==> src/p5g_consts.vh <==
// Purpose: constants of the port 5 pin block
// Assumes: byte-wide register port, 16-bit addresses
// Notes:   definitions only
`ifndef P5G_CONSTS_VH
`define P5G_CONSTS_VH

// ----------------------------------------
// register addresses
// ----------------------------------------
`define P5G_ADR_FUNC   16'hffcc
`define P5G_ADR_DATA   16'hffd8
`define P5G_ADR_PULL   16'hffe2
`define P5G_ADR_DIR    16'hffe8
`define P5G_ADR_STAT   16'hffce
`define P5G_ADR_MASK   16'hffcf

// ----------------------------------------
// values
// ----------------------------------------
`define P5G_RST8       8'h00
`define P5G_ONES8      8'hff
`define P5G_ZERO8      8'h00

// ----------------------------------------
// segment-select ranges
// ----------------------------------------
`define P5G_SEG_HI_LO  4'h2
`define P5G_SEG_HI_HI  4'h9
`define P5G_SEG_LO_LO  4'h1
`define P5G_SEG_LO_HI  4'h8

`endif

==> src/p5g_port.v <==
// Purpose: 8-pin port with wake-up inputs and segment sharing
// Assumes: pad inputs asynchronous, all else on mclk
// Notes:   pad outputs, enables and pull-ups are registered
//          subsleep freezes the pads; registers stay writable
//
// What this block does
// output-direction bits read back latch value
// input-direction bits read sampled pin level
// direction bit per pin: 1 out
// direction register write-only, reads all ones
// latch, direction drive the pad only in plain I/O
// pull-up on: direction 0, enable 1
// pull-ups off right after reset
// six bus registers reset to zero
// wake select bit picks I/O or wake
// segment beats wake select beats direction
// segment ranges: upper 2-9, lower 1-8
// reset/standby float, subsleep holds, else run
// standby pull-up pins present high
// wake pins forward synchronised low request
`include "p5g_consts.vh"
`timescale 1ns/100ps
`default_nettype none

module p5g_port #(
    parameter NPIN = 8
) (
    input  wire            mclk,
    input  wire            rstn,
    input  wire [15:0]     bus_addr,
    input  wire [7:0]      bus_wdata,
    input  wire            bus_wr,
    input  wire            bus_rd,
    output reg  [7:0]      bus_rdata,
    input  wire [3:0]      segment_select_field,
    input  wire [NPIN-1:0] lcd_segment_output,
    input  wire            mode_subsleep,
    input  wire            mode_standby,
    input  wire [NPIN-1:0] port_pin_in,
    output reg  [NPIN-1:0] port_pin_out,
    output reg  [NPIN-1:0] port_pin_oe,
    output reg  [NPIN-1:0] port_pin_pullup,
    output reg  [NPIN-1:0] wake_req,
    output reg             irq
);

    // ----------------------------------------
    // registers
    // ----------------------------------------
    reg  [NPIN-1:0] port_output_data_r;
    reg  [NPIN-1:0] port_direction_r;
    reg  [NPIN-1:0] port_pullup_enable_r;
    reg  [NPIN-1:0] pin_function_select_r;
    reg  [NPIN-1:0] wake_stat_r;
    reg  [NPIN-1:0] wake_mask_r;
    reg  [NPIN-1:0] sync1_r;
    reg  [NPIN-1:0] sync2_r;
    reg  [NPIN-1:0] sync3_r;
    reg  [NPIN-1:0] pin_lvl_r;
    reg  [NPIN-1:0] wake_prev_r;
    reg  [NPIN-1:0] wake_stat_nxt;
    reg  [7:0]      rd_nxt;

    // ----------------------------------------
    // address decode
    // ----------------------------------------
    wire hit_func = (bus_addr == `P5G_ADR_FUNC);
    wire hit_data = (bus_addr == `P5G_ADR_DATA);
    wire hit_pull = (bus_addr == `P5G_ADR_PULL);
    wire hit_dir  = (bus_addr == `P5G_ADR_DIR);
    wire hit_stat = (bus_addr == `P5G_ADR_STAT);
    wire hit_mask = (bus_addr == `P5G_ADR_MASK);

    // one write strobe per register
    wire wr_func  = bus_wr & hit_func;
    wire wr_data  = bus_wr & hit_data;
    wire wr_pull  = bus_wr & hit_pull;
    wire wr_dir   = bus_wr & hit_dir;
    wire wr_stat  = bus_wr & hit_stat;
    wire wr_mask  = bus_wr & hit_mask;

    // ----------------------------------------
    // configuration registers
    // ----------------------------------------
    // output data latch
    always @(posedge mclk or negedge rstn) begin
        if (!rstn) begin
            port_output_data_r <= `P5G_RST8;
        end else if (wr_data) begin
            port_output_data_r <= bus_wdata;
        end
    end

    // direction, one bit per pin
    always @(posedge mclk or negedge rstn) begin
        if (!rstn) begin
            port_direction_r <= `P5G_RST8;
        end else if (wr_dir) begin
            port_direction_r <= bus_wdata;
        end
    end

    // pull-up enables
    always @(posedge mclk or negedge rstn) begin
        if (!rstn) begin
            port_pullup_enable_r <= `P5G_RST8;
        end else if (wr_pull) begin
            port_pullup_enable_r <= bus_wdata;
        end
    end

    // wake select bits
    always @(posedge mclk or negedge rstn) begin
        if (!rstn) begin
            pin_function_select_r <= `P5G_RST8;
        end else if (wr_func) begin
            pin_function_select_r <= bus_wdata;
        end
    end

    // wake interrupt mask
    always @(posedge mclk or negedge rstn) begin
        if (!rstn) begin
            wake_mask_r <= `P5G_RST8;
        end else if (wr_mask) begin
            wake_mask_r <= bus_wdata;
        end
    end

    // ----------------------------------------
    // pad input synchroniser
    // ----------------------------------------
    // stages reset high, like an idle pulled-up pin
    // first stage, only the second stage reads it
    always @(posedge mclk or negedge rstn) begin
        if (!rstn) begin
            sync1_r <= `P5G_ONES8;
        end else begin
            sync1_r <= port_pin_in;
        end
    end

    // second stage
    always @(posedge mclk or negedge rstn) begin
        if (!rstn) begin
            sync2_r <= `P5G_ONES8;
        end else begin
            sync2_r <= sync1_r;
        end
    end

    // third stage
    always @(posedge mclk or negedge rstn) begin
        if (!rstn) begin
            sync3_r <= `P5G_ONES8;
        end else begin
            sync3_r <= sync2_r;
        end
    end

    // a bit changes only once stages 2 and 3 agree
    always @(posedge mclk or negedge rstn) begin
        if (!rstn) begin
            pin_lvl_r <= `P5G_ONES8;
        end else begin
            pin_lvl_r <= (sync2_r & ~(sync2_r ^ sync3_r))
                       | (pin_lvl_r & (sync2_r ^ sync3_r));
        end
    end

    // ----------------------------------------
    // pin function decode
    // ----------------------------------------
    wire seg_hi = (segment_select_field >= `P5G_SEG_HI_LO) &&
                  (segment_select_field <= `P5G_SEG_HI_HI);
    wire seg_lo = (segment_select_field >= `P5G_SEG_LO_LO) &&
                  (segment_select_field <= `P5G_SEG_LO_HI);
    wire [NPIN-1:0] seg_claim = {{4{seg_hi}}, {4{seg_lo}}};
    wire [NPIN-1:0] wake_sel  = ~seg_claim
                              & pin_function_select_r;
    wire [NPIN-1:0] gpio_sel  = ~seg_claim
                              & ~pin_function_select_r;
    wire [NPIN-1:0] gpio_out  = gpio_sel & port_direction_r;
    // pull-up on input-direction pins with enable set; a segment pin drives
    wire [NPIN-1:0] pu_on     = ~seg_claim & ~port_direction_r
                              & port_pullup_enable_r;
    wire [NPIN-1:0] out_nxt   = (seg_claim & lcd_segment_output)
                              | (gpio_out & port_output_data_r);
    wire [NPIN-1:0] oe_nxt    = seg_claim | gpio_out;
    wire [NPIN-1:0] wake_low  = wake_sel & ~pin_lvl_r;

    // ----------------------------------------
    // pad drive by operating mode
    // ----------------------------------------
    localparam [1:0] PAD_RUN  = 2'b00;
    localparam [1:0] PAD_STBY = 2'b01;
    localparam [1:0] PAD_HOLD = 2'b10;

    // subsleep outranks standby
    wire [1:0] pad_mode = mode_subsleep ? PAD_HOLD
                        : mode_standby  ? PAD_STBY
                        : PAD_RUN;

    // pad drive value
    always @(posedge mclk or negedge rstn) begin
        if (!rstn) begin
            port_pin_out <= `P5G_ZERO8;
        end else begin
            case (pad_mode)
                PAD_RUN: begin
                    port_pin_out <= out_nxt;
                end
                PAD_STBY: begin
                    port_pin_out <= `P5G_ZERO8;
                end
                PAD_HOLD: begin
                    port_pin_out <= port_pin_out;
                end
                default: begin
                    port_pin_out <= `P5G_ZERO8;
                end
            endcase
        end
    end

    // pad drive enable
    always @(posedge mclk or negedge rstn) begin
        if (!rstn) begin
            port_pin_oe <= `P5G_ZERO8;
        end else begin
            case (pad_mode)
                PAD_RUN: begin
                    port_pin_oe <= oe_nxt;
                end
                PAD_STBY: begin
                    port_pin_oe <= `P5G_ZERO8;
                end
                PAD_HOLD: begin
                    port_pin_oe <= port_pin_oe;
                end
                default: begin
                    port_pin_oe <= `P5G_ZERO8;
                end
            endcase
        end
    end

    // pull-up control, kept in standby so the pad reads high
    always @(posedge mclk or negedge rstn) begin
        if (!rstn) begin
            port_pin_pullup <= `P5G_ZERO8;
        end else begin
            case (pad_mode)
                PAD_RUN: begin
                    port_pin_pullup <= pu_on;
                end
                PAD_STBY: begin
                    port_pin_pullup <= pu_on;
                end
                PAD_HOLD: begin
                    port_pin_pullup <= port_pin_pullup;
                end
                default: begin
                    port_pin_pullup <= `P5G_ZERO8;
                end
            endcase
        end
    end

    // ----------------------------------------
    // wake requests and interrupt
    // ----------------------------------------
    // request level per wake pin
    always @(posedge mclk or negedge rstn) begin
        if (!rstn) begin
            wake_req <= `P5G_ZERO8;
        end else begin
            wake_req <= wake_low;
        end
    end

    // previous request level, for edge detect
    always @(posedge mclk or negedge rstn) begin
        if (!rstn) begin
            wake_prev_r <= `P5G_ZERO8;
        end else begin
            wake_prev_r <= wake_low;
        end
    end

    // new falling edge wins over a clear
    always @* begin
        wake_stat_nxt = wake_stat_r;
        if (wr_stat) begin
            wake_stat_nxt = wake_stat_nxt & ~bus_wdata;
        end
        wake_stat_nxt = wake_stat_nxt | (wake_low & ~wake_prev_r);
    end

    // sticky wake status
    always @(posedge mclk or negedge rstn) begin
        if (!rstn) begin
            wake_stat_r <= `P5G_ZERO8;
        end else begin
            wake_stat_r <= wake_stat_nxt;
        end
    end

    // level interrupt from unmasked status
    always @(posedge mclk or negedge rstn) begin
        if (!rstn) begin
            irq <= 1'b0;
        end else begin
            irq <= |(wake_stat_r & wake_mask_r);
        end
    end

    // ----------------------------------------
    // read back
    // ----------------------------------------
    // unmapped addresses read zero
    always @* begin
        rd_nxt = `P5G_ZERO8;
        case (bus_addr)
            `P5G_ADR_DATA: begin
                rd_nxt = (port_direction_r & port_output_data_r)
                       | (~port_direction_r & pin_lvl_r);
            end
            `P5G_ADR_DIR: begin
                rd_nxt = `P5G_ONES8;
            end
            `P5G_ADR_PULL: begin
                rd_nxt = port_pullup_enable_r;
            end
            `P5G_ADR_FUNC: begin
                rd_nxt = pin_function_select_r;
            end
            `P5G_ADR_STAT: begin
                rd_nxt = wake_stat_r;
            end
            `P5G_ADR_MASK: begin
                rd_nxt = wake_mask_r;
            end
            default: begin
                rd_nxt = `P5G_ZERO8;
            end
        endcase
    end

    // read data stands one cycle, else zero
    always @(posedge mclk or negedge rstn) begin
        if (!rstn) begin
            bus_rdata <= `P5G_ZERO8;
        end else if (bus_rd) begin
            bus_rdata <= rd_nxt;
        end else begin
            bus_rdata <= `P5G_ZERO8;
        end
    end

endmodule

`default_nettype wire

==> config.mk <==
export PLATFORM = sky130hd
export DESIGN_NAME = p5g_port
export DESIGN_NICKNAME = d
export VERILOG_FILES = /design/src/p5g_port.v
export VERILOG_INCLUDE_DIRS = /design/src
export SDC_FILE = /design/constraint.sdc
export NUM_CORES = 1
export LEC_CHECK = 0
export ABC_AREA = 1
export BUFFER_PORTS_ARGS = -buffer_cell sky130_fd_sc_hd__buf_2
export CAP_MARGIN = 20
export CORE_MARGIN = 8
export CORE_UTILIZATION = 50
export CTS_CLUSTER_DIAMETER = 40
export CTS_CLUSTER_SIZE = 24
export DETAILED_ROUTE_END_ITERATION = 16
export PLACE_DENSITY = 0.72
export SLEW_MARGIN = 20
export SYNTH_ARGS = -nofsm -noshare
export SYNTH_HDL_FRONTEND = slang
export SYNTH_SLANG_ARGS = --single-unit
==> constraint.sdc <==
create_clock -name mclk -period 1.35 [get_ports mclk]
set_clock_uncertainty 0.2 [all_clocks]
set_input_delay 0.27 -clock mclk [delete_from_list [all_inputs] [get_ports mclk]]
set_output_delay 0.27 -clock mclk [all_outputs]
set_load 0.02 [all_outputs]
# Yosys cells after proc, flatten, opt, wreduce, memory -nomap -nowiden
# Index checks and enable logic that the tools add are counted.
# word_totals
reg_bits	121
latchBits	0
ram_bits	0
romBits	0
in_bits	50
output_inout_bits	41
word_cells	75
memories	0
# op_classes
addsub	0
n_mul	0
div_mod_pow	0
order_cmp	4
eq_ne	8
shift	0
n_mux	8
bitwise_logic	34
reduce_logical	5
# op_table
operator	n
bitwise AND 8 bit	15
equality test 16 bit, second input constant	6
inverter 8 bit	7
case mux 8 bit (2 select lines)	3
case mux 8 bit (6 select lines)	1
bitwise OR 8 bit	5
2-to-1 mux 8 bit	2
<= comparator 4 bit, second input constant	2
OR reduction 8 bit	1
XOR 8 bit	1
bitwise AND 1 bit	6
greater-or-equal comparator 4 x 1 -> 1 bit, second input constant	1
greater-or-equal comparator 4 x 2 -> 1 bit, second input constant	1
equality test 2 x 1 -> 1 bit, second input constant	1
equality test 2 bit, second input constant	1
logical AND 1 bit	2
zero test 2 bit	1
2-to-1 mux 2 bit	1
OR reduction 2 bit	1
2-to-1 mux 1 bit	1

# Logic depth before layout (Yosys ltp)
# logic_depth
word_depth	8
ltp_mapped	10
depth_no_buf	9

# Worst setup path before layout
# OpenSTA, ideal clock, no wires.
# synth_timing
kind	input to register
start	input port bus_addr[13]
end	register port_output_data_r[5]
setup_time_ns	0.122
t_arrival_ns	1.170
t_required_ns	1.028
slack_ns	-0.142
cell_stages	8
path_buffers	1
cell_sequence	nand2_1 -> nor2_2 -> nand3_4 -> nor2_4 -> nand2_4 -> buf_6 -> nand2_1 -> o21ai_2
# synth_via
elab_chain_cells	2
# synth_rtl
item	line	text
start, declared	p5g_port.v:30	input wire [15:0] bus_addr,
equality test 16 bit	-	
bitwise AND 1 bit	p5g_port.v:76	wire wr_data = bus_wr & hit_data;
end signal, assigned	p5g_port.v:88	port_output_data_r <= `P5G_RST8;
end signal, assigned	p5g_port.v:90	port_output_data_r <= bus_wdata;
end, declared	p5g_port.v:50	reg [NPIN-1:0] port_output_data_r;
# No other way between the ends.
# A chain may end at the register's enable or synchronous reset.

==> impl_metrics.json <==
{
  "antenna_found_initial": 0,
  "yosys_warnings": 0,
  "setup_tns_ns": -6.83,
  "violations": "setup timing",
  "vdd_ir_drop_max_mv": 1.14,
  "grt_pass1_wl_mm": 24.1,
  "worstHoldStart": "bus_wr",
  "grt_pass1_vias": 4856,
  "ctsHtreeMaxLevel": 4,
  "ant_nets": 0,
  "start_util_pct": 51.6,
  "grtUsageTotal_pct": 21.4,
  "hold_viol": 0,
  "cts_sinks": 121,
  "drc": 0,
  "die_h_um": 119,
  "synthCells": 548,
  "syn_nets": 598,
  "crit_family": "flip-flops",
  "fin_util_pct": 74.1,
  "grt_overflow": 0,
  "p_per_area_nw_per_um2": 1200,
  "path_clk_slew_ns": 0.05,
  "area_delta_synth_final_pct": 43.6,
  "ys_ff_latch": 121,
  "crit_arrival_ns": 1.08,
  "status": "complete, but fails checks",
  "synth_area_um2": 5330,
  "drt_wl_total_mm": 15.1,
  "drt_iter0_markers": 312,
  "cp-end-kind": "output pin",
  "timing.slew.headroom_pct": 74.8,
  "cp_max_fo": 2,
  "finalCritPeriodShare_pct": 115,
  "antenna_cells": 0,
  "start_kind": "flip-flop",
  "setup_violations": 41,
  "vias": 4618,
  "worstMarginPinSlew_ns": 0.378,
  "dp_hpwl_mm": 9.83,
  "post_drt_via_cell_ratio": 5.25,
  "static-leakage-power_nw": 3.82,
  "path_cells": "buf_6",
  "nets": 781,
  "fmaxAchievable_mhz": 644,
  "design.die.area_um2": 14200,
  "setup_ws_ns": -0.202,
  "p_total_w": 0.00917,
  "design.core.area_um2": 10300,
  "worstSetupPathType": "flip-flop to output pin",
  "max_cap_viol_count": 0,
  "startpoint": "wake_prev_r[0]",
  "slew_violations": 0,
  "clkLatencyLatePin_ns": 0.52,
  "grt_max_degree": 45,
  "cts_tree": "yes",
  "synthDistinctLibCells": 27,
  "critPathRequiredTime_ns": 0.88,
  "numCtsBuffers": 17,
  "die-width_um": 119,
  "drt_pre_antenna_iters": 5,
  "io_buffers": 90,
  "synth_area_per_cell_um2": 9.72,
  "drive_gt1_share_pct": 39.9,
  "pin_count": 91,
  "finalCriticalPeriod_ns": 1.55,
  "slowest_delay_ns": 0.42,
  "cts_buffer_depth": 2,
  "gp_congestion": 0.913,
  "critical_path.slowest_cell": "dfrtp_1",
  "hold_path.class": "input pin to flip-flop",
  "rows": 37,
  "synth-seq-area-share_pct": 57.6,
  "worstPathBufferInverterCount": 1,
  "wl_per_cell_um": 17.1,
  "cts-root-buf": "clkbuf_8",
  "rsz0062_at_grt": "yes"
}
per-layer routing:
layer	up-vias	track usage [%]	wire [um]
met5	-	0	0
met4	0	7.83	324
met3	33	6.24	822
met2	143	37.8	8080
met1	2281	24.1	5850
li1	2161	-	-
area by class of cell:
class / count / area [um2]
multi-input combinational: 358 / 2060
clock buffer: 24 / 470
timing repair buffer: 178 / 1520
sequential: 121 / 3070
clock inverter: 8 / 118
inverter: 55 / 234
tap: 136 / 170
fill: 722 / 2680
report_power, final:
part	internal, W	total (W)	switching (W)
Combinational	0.000373	0.000824	0.000451
Sequential	0.00378	0.00384	0.0000621
Clock	0.00295	0.00451	0.00156
kinds of logic after synthesis:
kind of cell / count (synthesis) / share of synthesized area (%)
and+or+nand+nor: 245 / 22.4
AOI/OAI and AO/OA: 105 / 12.6
adders and majority gates: 8 / 1.50
DFF: 121 / 57.6
buffers and inverters: 69 / 5.92
Yosys cell counts (all sizes together):
master / count / share of area [%]
a22o: 4 / 0.66
o2bb2ai: 3 / 0.49
inv: 55 / 3.9
clkbuf: 4 / 0.28
o21ai: 70 / 8.3
dfstp: 32 / 16
o31ai: 4 / 0.56
nand3: 53 / 5.9
o211ai: 4 / 0.56
dfrtp: 89 / 42
nor3: 1 / 0.094
nor2: 34 / 4.6
buf: 10 / 1.8
maj3: 8 / 1.5
a221oi: 2 / 0.33
nand2: 157 / 12
a21oi: 18 / 1.7
path summary, 6_finish.rpt:
check / slack [ns] / end / cells past startpoint
setup reg to reg: 0 / bus_rdata[4] / 4
max in group asynchronous: 0.42 / bus_rdata[3] / 3
setup / recovery: -0.20 / wake_req[0] / 1
hold reg to reg: 0.15 / sync2_r[7] / 0
hold / removal: 0.07 / pin_function_select_r[4] / 3
min in group asynchronous: 0.13 / async pin / 2
layout by cell type (no fill, tap or decap), drive strengths merged:
cell | synthesis | layout
nand3 | 53 | 53
o21ai | 70 | 70
dfrtp | 89 | 89
dlygate4sd3 | 0 | 29
clkinv | 0 | 4
bufinv | 0 | 3
nor2 | 34 | 34
nand2 | 157 | 157
o2bb2ai | 3 | 3
a21oi | 18 | 18
nor3 | 1 | 1
inv | 55 | 55
clkinvlp | 0 | 1
a221oi | 2 | 2
maj3 | 8 | 8
o31ai | 4 | 4
buf | 10 | 148
o211ai | 4 | 4
dlymetal6s4s | 0 | 1
dfstp | 32 | 32
a22o | 4 | 4
clkbuf | 4 | 24
metrics by stage:
stage               instance area, um2  cells  worst slack, ns  hold WS, ns
floorplan                         5450    548          -0.0849       -0.226
global placement                  6240    790           -0.323      -0.0548
detailed placement                6240    790           -0.373      -0.0492
CTS                               7500    867           -0.202      0.00424
global route                      7650    880           -0.233       0.0717
finish                            7650    880           -0.202       0.0658
what timing repair did:
item                                   in CTS  in global routing
hold buffers                               29                  1
gates resized for setup                    93                 11
endpoints found under the hold margin     189                  1
setup buffers                              16                 11
gates cloned                                0                  1
setup endpoints to repair                  49                 57
pin swaps                                   0                  6
No activity file was read; power rests on OpenSTA's default activity.
